==> src/hw/mfp_params.svh <==
/*
 * Register map, field positions, reset values and counts for the
 * multifunction pin controller. Assumes a 16-bit APB address.
 */
`ifndef MFP_PARAMS_SVH
`define MFP_PARAMS_SVH

`define MFP_CTRL_ADDR    16'h4038
`define MFP_IRQ_STS_ADDR 16'h4040
`define MFP_IRQ_MSK_ADDR 16'h4044
`define MFP_PIN_STS_ADDR 16'h4048

`define MFP_DIR_BIT      15
`define MFP_PULL_HI      14
`define MFP_PULL_LO      13
`define MFP_MODE_BIT     12
`define MFP_DOM_BIT      11
`define MFP_POL_BIT      10
`define MFP_OD_BIT       9
`define MFP_ENA_BIT      7
`define MFP_FN_HI        3
`define MFP_FN_LO        0

`define MFP_CTRL_RESET   16'ha400
`define MFP_CTRL_WMASK   16'hfe8f

`define MFP_IRQ_EDGE_BIT 0

`define MFP_PIN_RAW_BIT  0
`define MFP_PIN_ACT_BIT  1
`define MFP_PIN_OE_BIT   2

`define MFP_DB_TICKS     16'h0400
`define MFP_DB_CNT_W     16

`endif

==> src/hw/mfp_pkg.sv <==
/*
 * Types shared by the multifunction pin controller files.
 * Assumes mfp_params.svh supplies the numeric constants.
 */
package mfp_pkg;
    typedef enum logic [1:0] {
        MFP_PULL_NONE = 2'h0,
        MFP_PULL_DOWN = 2'h1,
        MFP_PULL_UP   = 2'h2,
        MFP_PULL_RSVD = 2'h3
    } mfp_pull_e;

    typedef logic [3:0] mfp_fn_t;
endpackage

==> src/hw/mfp_debounce.sv <==
/*
 * Long debounce filter: the output follows the input only after the
 * input has held a new level for TICKS low-frequency ticks.
 * Assumes lf_tick is a one-cycle pulse on the mclk domain.
 */
`include "mfp_params.svh"
module mfp_debounce
    import mfp_pkg::*;
#(
    parameter logic [`MFP_DB_CNT_W-1:0] TICKS = `MFP_DB_TICKS
) (
    input  wire logic mclk,
    input  wire logic rst_n,
    input  wire logic raw,
    input  wire logic lf_tick,
    output logic      stable
);
    typedef struct packed {
        logic [`MFP_DB_CNT_W-1:0] cnt;
        logic                     out;
    } mfp_db_s;

    mfp_db_s s_q;
    mfp_db_s s_d;

    always_comb begin
        s_d = s_q;
        if (raw == s_q.out) begin
            s_d.cnt = '0;
        end else if (lf_tick) begin
            if (s_q.cnt >= TICKS - 1'b1) begin
                s_d.out = raw;
                s_d.cnt = '0;
            end else begin
                s_d.cnt = s_q.cnt + 1'b1;
            end
        end
    end

    always_ff @(posedge mclk or negedge rst_n) begin
        if (!rst_n) begin
            s_q <= '0;
        end else begin
            s_q <= s_d;
        end
    end

    assign stable = s_q.out;
endmodule

==> src/hw/mfp_edge_detect.sv <==
/*
 * Interrupt edge detector on the pin's active level.
 * Assumes level already carries the polarity inversion.
 */
module mfp_edge_detect
    import mfp_pkg::*;
(
    input  wire logic mclk,
    input  wire logic rst_n,
    input  wire logic level,
    input  wire logic both_edges,
    input  wire logic enable,
    output logic      pulse
);
    typedef struct packed {
        logic prev;
        logic pulse;
    } mfp_edge_s;

    mfp_edge_s s_q;
    mfp_edge_s s_d;

    always_comb begin
        s_d       = s_q;
        s_d.prev  = level;
        if (both_edges) begin
            s_d.pulse = enable && (level != s_q.prev);
        end else begin
            s_d.pulse = enable && level && !s_q.prev;
        end
    end

    always_ff @(posedge mclk or negedge rst_n) begin
        if (!rst_n) begin
            s_q <= '0;
        end else begin
            s_q <= s_d;
        end
    end

    assign pulse = s_q.pulse;
endmodule

==> src/hw/mfp_pin_ctrl.sv <==
/*
 * Multifunction pin controller: control register, function routing,
 * output driver control, debounce and pin interrupt behind APB.
 * Assumes all inputs are synchronous to mclk and an APB3 master.
 */
// Function
// - pull field selects none, down or up
// - mode 0 interrupts on active-going edge only
// - mode 1 interrupts on both pin edges
// - supply bit picks buffer or always-on supply
// - polarity 0 inverts pin sense, reset 1
// - open-drain bit selects driver type
// - disabled pin stays tri-stated
// - direction selects input or output function decode
// - input codes 2-6 are power requests
// - input 7 watchdog kick, 8-9 voltage selects
// - input 10-15 hardware enables and controls
// - output 0 gpio level, 1 slow clock
// - output 2-4 power state indications
// - output 10-13 enables and supply good
// - output 14 power clock, 15 aux reset
`include "mfp_params.svh"
module mfp_pin_ctrl
    import mfp_pkg::*;
#(
    parameter logic [`MFP_DB_CNT_W-1:0] DB_TICKS = `MFP_DB_TICKS
) (
    input  wire logic        mclk,
    input  wire logic        rst_n,
    input  wire logic        psel,
    input  wire logic        penable,
    input  wire logic        pwrite,
    input  wire logic [15:0] paddr,
    input  wire logic [31:0] pwdata,
    output logic      [31:0] prdata,
    output logic             pready,
    output logic             pslverr,
    output logic             irq,
    input  wire logic        pin_in,
    output logic             pin_out,
    output logic             pin_oe,
    output logic             pull_up_en,
    output logic             pull_down_en,
    output logic             supply_sel,
    input  wire logic        lf_clk,
    input  wire logic        pin_out_level,
    input  wire logic        osc_clk_slow,
    input  wire logic        on_state,
    input  wire logic        sleep_state,
    input  wire logic        state_change,
    input  wire logic        dvs_done_one,
    input  wire logic        dvs_done_two,
    input  wire logic        ext_power_enable_one,
    input  wire logic        ext_power_enable_two,
    input  wire logic        system_supply_good,
    input  wire logic        converter_power_good,
    input  wire logic        ext_power_clk,
    input  wire logic        aux_reset,
    output logic             gp_input_level,
    output logic             power_toggle_req,
    output logic             sleep_wake_req,
    output logic             sleep_req,
    output logic             power_on_req,
    output logic             watchdog_kick,
    output logic             voltage_scale_select_one,
    output logic             voltage_scale_select_two,
    output logic             hw_enable_one,
    output logic             hw_enable_two,
    output logic             hw_control_one,
    output logic             hw_control_two
);
    typedef struct packed {
        logic [15:0] ctrl;
        logic        irq_sts;
        logic        irq_msk;
        logic        pin;
        logic        lf;
        logic        lf_tick;
        logic [31:0] prdata;
        logic        pready;
        logic        pslverr;
        logic        irq;
        logic        pin_out;
        logic        pin_oe;
        logic        pu;
        logic        pd;
        logic        dom;
        logic [11:0] in_fn;
    } mfp_pin_s;

    mfp_pin_s   s_q;
    mfp_pin_s   s_d;
    logic       pin_direction;
    mfp_pull_e  pin_pull_select;
    logic       pin_irq_edge_mode;
    logic       pin_supply_domain;
    logic       pin_polarity;
    logic       pin_open_drain;
    logic       pin_enable;
    mfp_fn_t    pin_function_select;
    logic       active_raw;
    logic       active_db;
    logic       active_eff;
    logic       long_db;
    logic       in_mode;
    logic       out_mode;
    logic       edge_pulse;
    logic       access;
    logic       out_src;
    logic       out_lvl;
    logic [15:0] in_hit;

    assign pin_direction       = s_q.ctrl[`MFP_DIR_BIT];
    assign pin_pull_select     =
        mfp_pull_e'(s_q.ctrl[`MFP_PULL_HI:`MFP_PULL_LO]);
    assign pin_irq_edge_mode   = s_q.ctrl[`MFP_MODE_BIT];
    assign pin_supply_domain   = s_q.ctrl[`MFP_DOM_BIT];
    assign pin_polarity        = s_q.ctrl[`MFP_POL_BIT];
    assign pin_open_drain      = s_q.ctrl[`MFP_OD_BIT];
    assign pin_enable          = s_q.ctrl[`MFP_ENA_BIT];
    assign pin_function_select = s_q.ctrl[`MFP_FN_HI:`MFP_FN_LO];

    assign in_mode  = pin_enable && pin_direction;
    assign out_mode = pin_enable && !pin_direction;
    // active level of the pin after polarity; polarity 0 means active low
    assign active_raw = s_q.pin ^ !pin_polarity;
    assign long_db = (pin_function_select == 4'h0)
                  || (pin_function_select == 4'h4)
                  || (pin_function_select == 4'he)
                  || (pin_function_select == 4'hf);
    assign active_eff = long_db ? active_db : active_raw;

    mfp_debounce #(
        .TICKS   (DB_TICKS)
    ) u_debounce (
        .mclk    (mclk),
        .rst_n   (rst_n),
        .raw     (active_raw),
        .lf_tick (s_q.lf_tick),
        .stable  (active_db)
    );

    mfp_edge_detect u_edge (
        .mclk       (mclk),
        .rst_n      (rst_n),
        .level      (active_eff),
        .both_edges (pin_irq_edge_mode),
        .enable     (in_mode),
        .pulse      (edge_pulse)
    );

    genvar gi;
    generate
        for (gi = 0; gi < 16; gi++) begin : g_hit
            assign in_hit[gi] = in_mode && active_eff
                             && (pin_function_select == mfp_fn_t'(gi));
        end
    endgenerate

    // output source mux; reserved codes 5 to 7 drive the inactive level
    always_comb begin
        case (pin_function_select)
            4'h0:    out_src = pin_out_level;
            4'h1:    out_src = osc_clk_slow;
            4'h2:    out_src = on_state;
            4'h3:    out_src = sleep_state;
            4'h4:    out_src = state_change;
            4'h8:    out_src = dvs_done_one;
            4'h9:    out_src = dvs_done_two;
            4'ha:    out_src = ext_power_enable_one;
            4'hb:    out_src = ext_power_enable_two;
            4'hc:    out_src = system_supply_good;
            4'hd:    out_src = converter_power_good;
            4'he:    out_src = ext_power_clk;
            4'hf:    out_src = aux_reset;
            default: out_src = 1'b0;
        endcase
    end
    assign out_lvl = out_src ^ !pin_polarity;

    assign access = psel && penable && s_q.pready;

    always_comb begin
        s_d         = s_q;
        s_d.pin     = pin_in;
        s_d.lf      = lf_clk;
        s_d.lf_tick = lf_clk && !s_q.lf;
        // one wait state keeps prdata and pready straight from flops
        s_d.pready  = psel && penable && !s_q.pready;
        s_d.pslverr = 1'b0;
        s_d.prdata  = '0;
        if (psel && penable && !s_q.pready) begin
            case (paddr)
                `MFP_CTRL_ADDR:    s_d.prdata[15:0] = s_q.ctrl;
                `MFP_IRQ_STS_ADDR: s_d.prdata[`MFP_IRQ_EDGE_BIT] = s_q.irq_sts;
                `MFP_IRQ_MSK_ADDR: s_d.prdata[`MFP_IRQ_EDGE_BIT] = s_q.irq_msk;
                `MFP_PIN_STS_ADDR: begin
                    s_d.prdata[`MFP_PIN_RAW_BIT] = s_q.pin;
                    s_d.prdata[`MFP_PIN_ACT_BIT] = active_eff;
                    s_d.prdata[`MFP_PIN_OE_BIT]  = s_q.pin_oe;
                end
                default:           s_d.pslverr = 1'b1;
            endcase
        end
        if (access && pwrite && paddr == `MFP_CTRL_ADDR) begin
            s_d.ctrl = pwdata[15:0] & `MFP_CTRL_WMASK;
        end
        if (access && pwrite && paddr == `MFP_IRQ_MSK_ADDR) begin
            s_d.irq_msk = pwdata[`MFP_IRQ_EDGE_BIT];
        end
        // a new edge in the clearing cycle wins over the clear
        if (access && pwrite && paddr == `MFP_IRQ_STS_ADDR
                && pwdata[`MFP_IRQ_EDGE_BIT]) begin
            s_d.irq_sts = 1'b0;
        end
        if (edge_pulse) begin
            s_d.irq_sts = 1'b1;
        end
        s_d.irq = s_d.irq_sts && s_d.irq_msk;
        s_d.pu  = pin_pull_select == MFP_PULL_UP;
        s_d.pd  = pin_pull_select == MFP_PULL_DOWN;
        s_d.dom = pin_supply_domain;
        if (!out_mode) begin
            s_d.pin_oe  = 1'b0;
            s_d.pin_out = 1'b0;
        end else if (pin_open_drain) begin
            // open drain only sinks; a high level releases the pin
            s_d.pin_oe  = !out_lvl;
            s_d.pin_out = 1'b0;
        end else begin
            s_d.pin_oe  = 1'b1;
            s_d.pin_out = out_lvl;
        end
        s_d.in_fn[0]  = in_hit[0] || in_hit[1];
        s_d.in_fn[1]  = in_hit[2];
        s_d.in_fn[2]  = in_hit[3] || in_hit[4];
        s_d.in_fn[3]  = in_hit[5];
        s_d.in_fn[4]  = in_hit[6];
        s_d.in_fn[5]  = in_hit[7];
        s_d.in_fn[6]  = in_hit[8];
        s_d.in_fn[7]  = in_hit[9];
        s_d.in_fn[8]  = in_hit[10];
        s_d.in_fn[9]  = in_hit[11];
        s_d.in_fn[10] = in_hit[12] || in_hit[14];
        s_d.in_fn[11] = in_hit[13] || in_hit[15];
    end

    always_ff @(posedge mclk or negedge rst_n) begin
        if (!rst_n) begin
            s_q      <= '0;
            s_q.ctrl <= `MFP_CTRL_RESET;
        end else begin
            s_q <= s_d;
        end
    end

    assign prdata                   = s_q.prdata;
    assign pready                   = s_q.pready;
    assign pslverr                  = s_q.pslverr;
    assign irq                      = s_q.irq;
    assign pin_out                  = s_q.pin_out;
    assign pin_oe                   = s_q.pin_oe;
    assign pull_up_en               = s_q.pu;
    assign pull_down_en             = s_q.pd;
    assign supply_sel               = s_q.dom;
    assign gp_input_level           = s_q.in_fn[0];
    assign power_toggle_req         = s_q.in_fn[1];
    assign sleep_wake_req           = s_q.in_fn[2];
    assign sleep_req                = s_q.in_fn[3];
    assign power_on_req             = s_q.in_fn[4];
    assign watchdog_kick            = s_q.in_fn[5];
    assign voltage_scale_select_one = s_q.in_fn[6];
    assign voltage_scale_select_two = s_q.in_fn[7];
    assign hw_enable_one            = s_q.in_fn[8];
    assign hw_enable_two            = s_q.in_fn[9];
    assign hw_control_one           = s_q.in_fn[10];
    assign hw_control_two           = s_q.in_fn[11];
endmodule

==> config.mk <==
export PLATFORM = sky130hd
export DESIGN_NAME = mfp_pin_ctrl
export DESIGN_NICKNAME = d
export VERILOG_FILES = /design/src/hw/mfp_pkg.sv /design/src/hw/mfp_debounce.sv /design/src/hw/mfp_edge_detect.sv /design/src/hw/mfp_pin_ctrl.sv
export VERILOG_INCLUDE_DIRS = /design/src /design/src/hw
export SDC_FILE = /design/constraint.sdc
export NUM_CORES = 1
export LEC_CHECK = 0
export ABC_CLOCK_PERIOD_IN_PS = 4250
export BUFFER_PORTS_ARGS = -buffer_cell sky130_fd_sc_hd__buf_2
export CAP_MARGIN = 20
export CORE_MARGIN = 3
export CORE_UTILIZATION = 36
export DETAILED_ROUTE_END_ITERATION = 10
export PLACE_DENSITY = 0.66
export SYNTH_ARGS = -nofsm -noshare
export SYNTH_HDL_FRONTEND = slang
export SYNTH_HIERARCHICAL = 1
export SYNTH_SLANG_ARGS = --single-unit
export TNS_END_PERCENT = 10
==> constraint.sdc <==
create_clock -name mclk -period 4.25 [get_ports mclk]
set_clock_uncertainty 0.2 [all_clocks]
set_input_delay 0.85 -clock mclk [delete_from_list [all_inputs] [get_ports mclk]]
set_output_delay 0.85 -clock mclk [all_outputs]
set_load 0.01 [all_outputs]
==> results.json <==
{
  "num_antenna_cells": 0,
  "vdd_ir_drop_max_uv": 187.5,
  "status": "finished, final reports clean",
  "rsz0062_at_grt": "no",
  "grt_pass1_vias": 2239,
  "clk_latency_ns": 0.33,
  "holdCritPathClass": "flop to flop",
  "hold_depth": 1,
  "viasPerCell": 4.871,
  "grt_pass1_wl_um": 10610,
  "worstHoldStart": "s_q[53]",
  "worst_path_max_delay_cell": "nor4_4",
  "critPathMaxStageDelay_ns": 0.79,
  "postSynthAreaPerCell_sq_um": 11.18,
  "cp_max_fo": 13,
  "p_total_mw": 1.221,
  "yosys-top-cells-count": "dfrtp_1 (65), buf_4 (34), nand2_1 (19)",
  "ioPinCount": 120,
  "hold_buffers": 0,
  "cts_buffers": 9,
  "die_h_um": 100.8,
  "crit_type": "input pin to flop",
  "yosysUniqueCellTypes": 57,
  "clockBufferDepth": 2,
  "num_vias": 2270,
  "critPathLaunch": "paddr[11]",
  "final_nets": 425,
  "die_w_um": 100.8,
  "wl_per_cell_um": 13.84,
  "fp.dieArea_sq_um": 10150,
  "period_needed_ns": 2.733,
  "critPathArrivalTime_ns": 2.74,
  "ant_nets": 0,
  "synth_edf_count": 0,
  "synthArstFlopShare_pct": 100.0,
  "nFillCells": 799,
  "critPathRequiredTime_ns": 4.26,
  "cp-end-kind": "flop",
  "setup_viol": 0,
  "drive_gt1_share_pct": 34.07,
  "synth_top_family_by_area": "simple AND/OR/NAND/NOR gates",
  "start_kind": "input pin",
  "synth_area_leader_cell": "dfrtp_1",
  "grt_usage_pct": 13.52,
  "gp_congestion": 0.7976,
  "synth_cells": 289,
  "synth-simple-area-share_pct": 21.80,
  "max_freq_mhz": 365.9,
  "postCtsSetupBuffers": 0,
  "areaGrowthSynthToFinish_pct": 15.37,
  "clock_sinks": 68,
  "synthAdderAreaFrac_pct": 0.3871,
  "gr-total-overflow": 0,
  "synthMuxAreaShare_pct": 6.349,
  "tightest_slew_ns": 1.067,
  "hpwl_um": 4826,
  "cts_resized": 0,
  "reg2reg_slack_ns": 1.72,
  "cp_top_family": "simple AND/OR/NAND/NOR gates",
  "core_area_sq_um": 8464,
  "crit_chain": "buf_2 -> nor4_1 -> nand4b_1 -> nor4_4 -> mux2_2",
  "maxSlewHeadroom_pct": 27.96,
  "grt_start_max_net_pins": 37,
  "finalCritPeriodShare_pct": 64.31,
  "cts_tree": "yes",
  "setup_tns_ns": 0,
  "drc_errors": 0,
  "firstDrtPassIters": 4,
  "cts_root_buffer": "clkbuf_8",
  "r2r_start": "pin_function_select[0]",
  "reg2reg_depth": 5,
  "first_iter_violations": 110,
  "power_density_nw_per_um2": 327.5,
  "synth_xor_area_share_pct": 1.084,
  "timing.final.hold_violations": 0,
  "crit_buf_inv": 1,
  "synth_most_common_cell": "dfrtp_1",
  "slew_viol_final": 0,
  "start_util_pct": 38.18,
  "cap_violations": 0,
  "synth_area_leaders": "dfrtp_1 (50%), buf_4 (7.9%), mux2_2 (4.9%)",
  "wirelength_um": 6450,
  "antenna_found_initial": 0,
  "leakage_nw": 1.866,
  "path_depth": 5,
  "std_cell_rows": 33,
  "synth-seq-cells": 68,
  "netlist_area_sq_um": 3232,
  "ys.flop_type": "dfrtp_1",
  "numPortBuffers": 79,
  "synth_top_area_share_pct": 50.33,
  "seq_area_frac_synth_pct": 52.77,
  "path_clk_slew_ns": 0.07,
  "htree_levels": 3,
  "synth_compound_area_share_pct": 7.704,
  "ys_warn_count": 6
}
## worst paths after layout
check	to
worst max register to register	pin_out
worst min-delay path	s_q[52]
min in group asynchronous	s_q[53]
worst max-delay path	pin_irq_edge_mode
worst min register to register	s_q[52]
max in group asynchronous	pin_direction
## flip-flops by register name, indices dropped and copies added (netlist names), 2 cells and up
name,cells
pin_pull_select,2
pin_function_select,4
prdata,12
s_q,5
u_debounce/s_q,16
## power by group
group	internal, mW	leakage, nW	switching, mW
clock network	0.268	0.0931	0.231
logic	0.0255	0.849	0.0413
registers	0.652	0.924	0.00386
total	0.945	1.87	0.276
## routing by layer
layer | GRT usage (%) | wire length, um | up-vias
met5 | 0 | 0 | -
met4 | 5.078 | 116 | 0
met3 | 4.498 | 425 | 7
met2 | 21.16 | 2985 | 72
met1 | 17.37 | 2922 | 1075
li1 | - | - | 1116
## cells in the final DEF, fill, tap and decap left out, drive strengths merged, types with 2 or more instances in the layout
cell | synthesis | final
nand3b | 5 | 5
conb | 1 | 20
xnor2 | 2 | 2
or2 | 3 | 3
nand3 | 7 | 7
inv | 4 | 4
a31oi | 6 | 6
nor4 | 6 | 6
nor3 | 8 | 8
dfrtp | 65 | 65
nand2b | 6 | 6
a211oi | 2 | 2
nor3b | 2 | 2
a21oi | 4 | 4
nand4b | 2 | 2
nand2 | 19 | 19
nor2b | 3 | 3
mux2 | 15 | 15
a32oi | 2 | 2
and3 | 5 | 5
nor4b | 4 | 4
o21ai | 6 | 6
nand4 | 6 | 6
o2111ai | 2 | 2
xor2 | 2 | 2
and4b | 2 | 2
or3 | 5 | 5
nor2 | 15 | 15
dfstp | 3 | 3
buf | 39 | 80
or3b | 2 | 2
clkinv | 0 | 3
or4 | 2 | 2
o211ai | 2 | 2
and2 | 16 | 16
clkbuf | 4 | 11
## layout make-up
type	instances	area, sq um	share of cell area [%]
Clock buffer	11	131.4	3.523
Clock inverter	5	52.55	1.409
Multi-Input combinational cell	193	1290	34.60
Inverter	4	15.01	0.4027
Sequential cell	68	1705	45.74
Tap cell	105	131.4	3.523
Timing Repair Buffer	80	402.9	10.81
## stage by stage
stage	worst slack, ns	utilization, %	hold WS [ns]	cells	area, sq um
2_1_floorplan	1.611	-	0.1626	308	3303
5_1_grt	1.354	44.05	0.2161	466	3729
3_3_place_gp	1.151	41.88	0.1698	450	3545
4_1_cts	1.471	44.05	0.1995	466	3729
3_5_place_dp	1.125	41.88	0.1841	450	3545
6_report	1.517	44.05	0.2005	466	3729
## logic make-up (layout without fill, tap and decap cells)
kind of cell,Yosys count,after routing
AND/OR/NAND/NOR,119,119
flip-flops,68,68
buffers and inverters,47,100
AO/OA/AOI/OAI,32,32
multiplexers,17,17
XOR/XNOR,4,4
adder cells (fa/ha/maj),1,1
other,1,20
## worst reg2reg max path, delay by kind of cell, from the launching register on
| family | cells | cell delay (ns) |
|---|---|---|
| AOI/OAI and AO/OA | 3 | 0.46 |
| DFF | 1 | 0.63 |
| muxes | 1 | 0.56 |
| and+or+nand+nor | 1 | 0.59 |
Note: power is estimated with default switching activity, not from simulation.
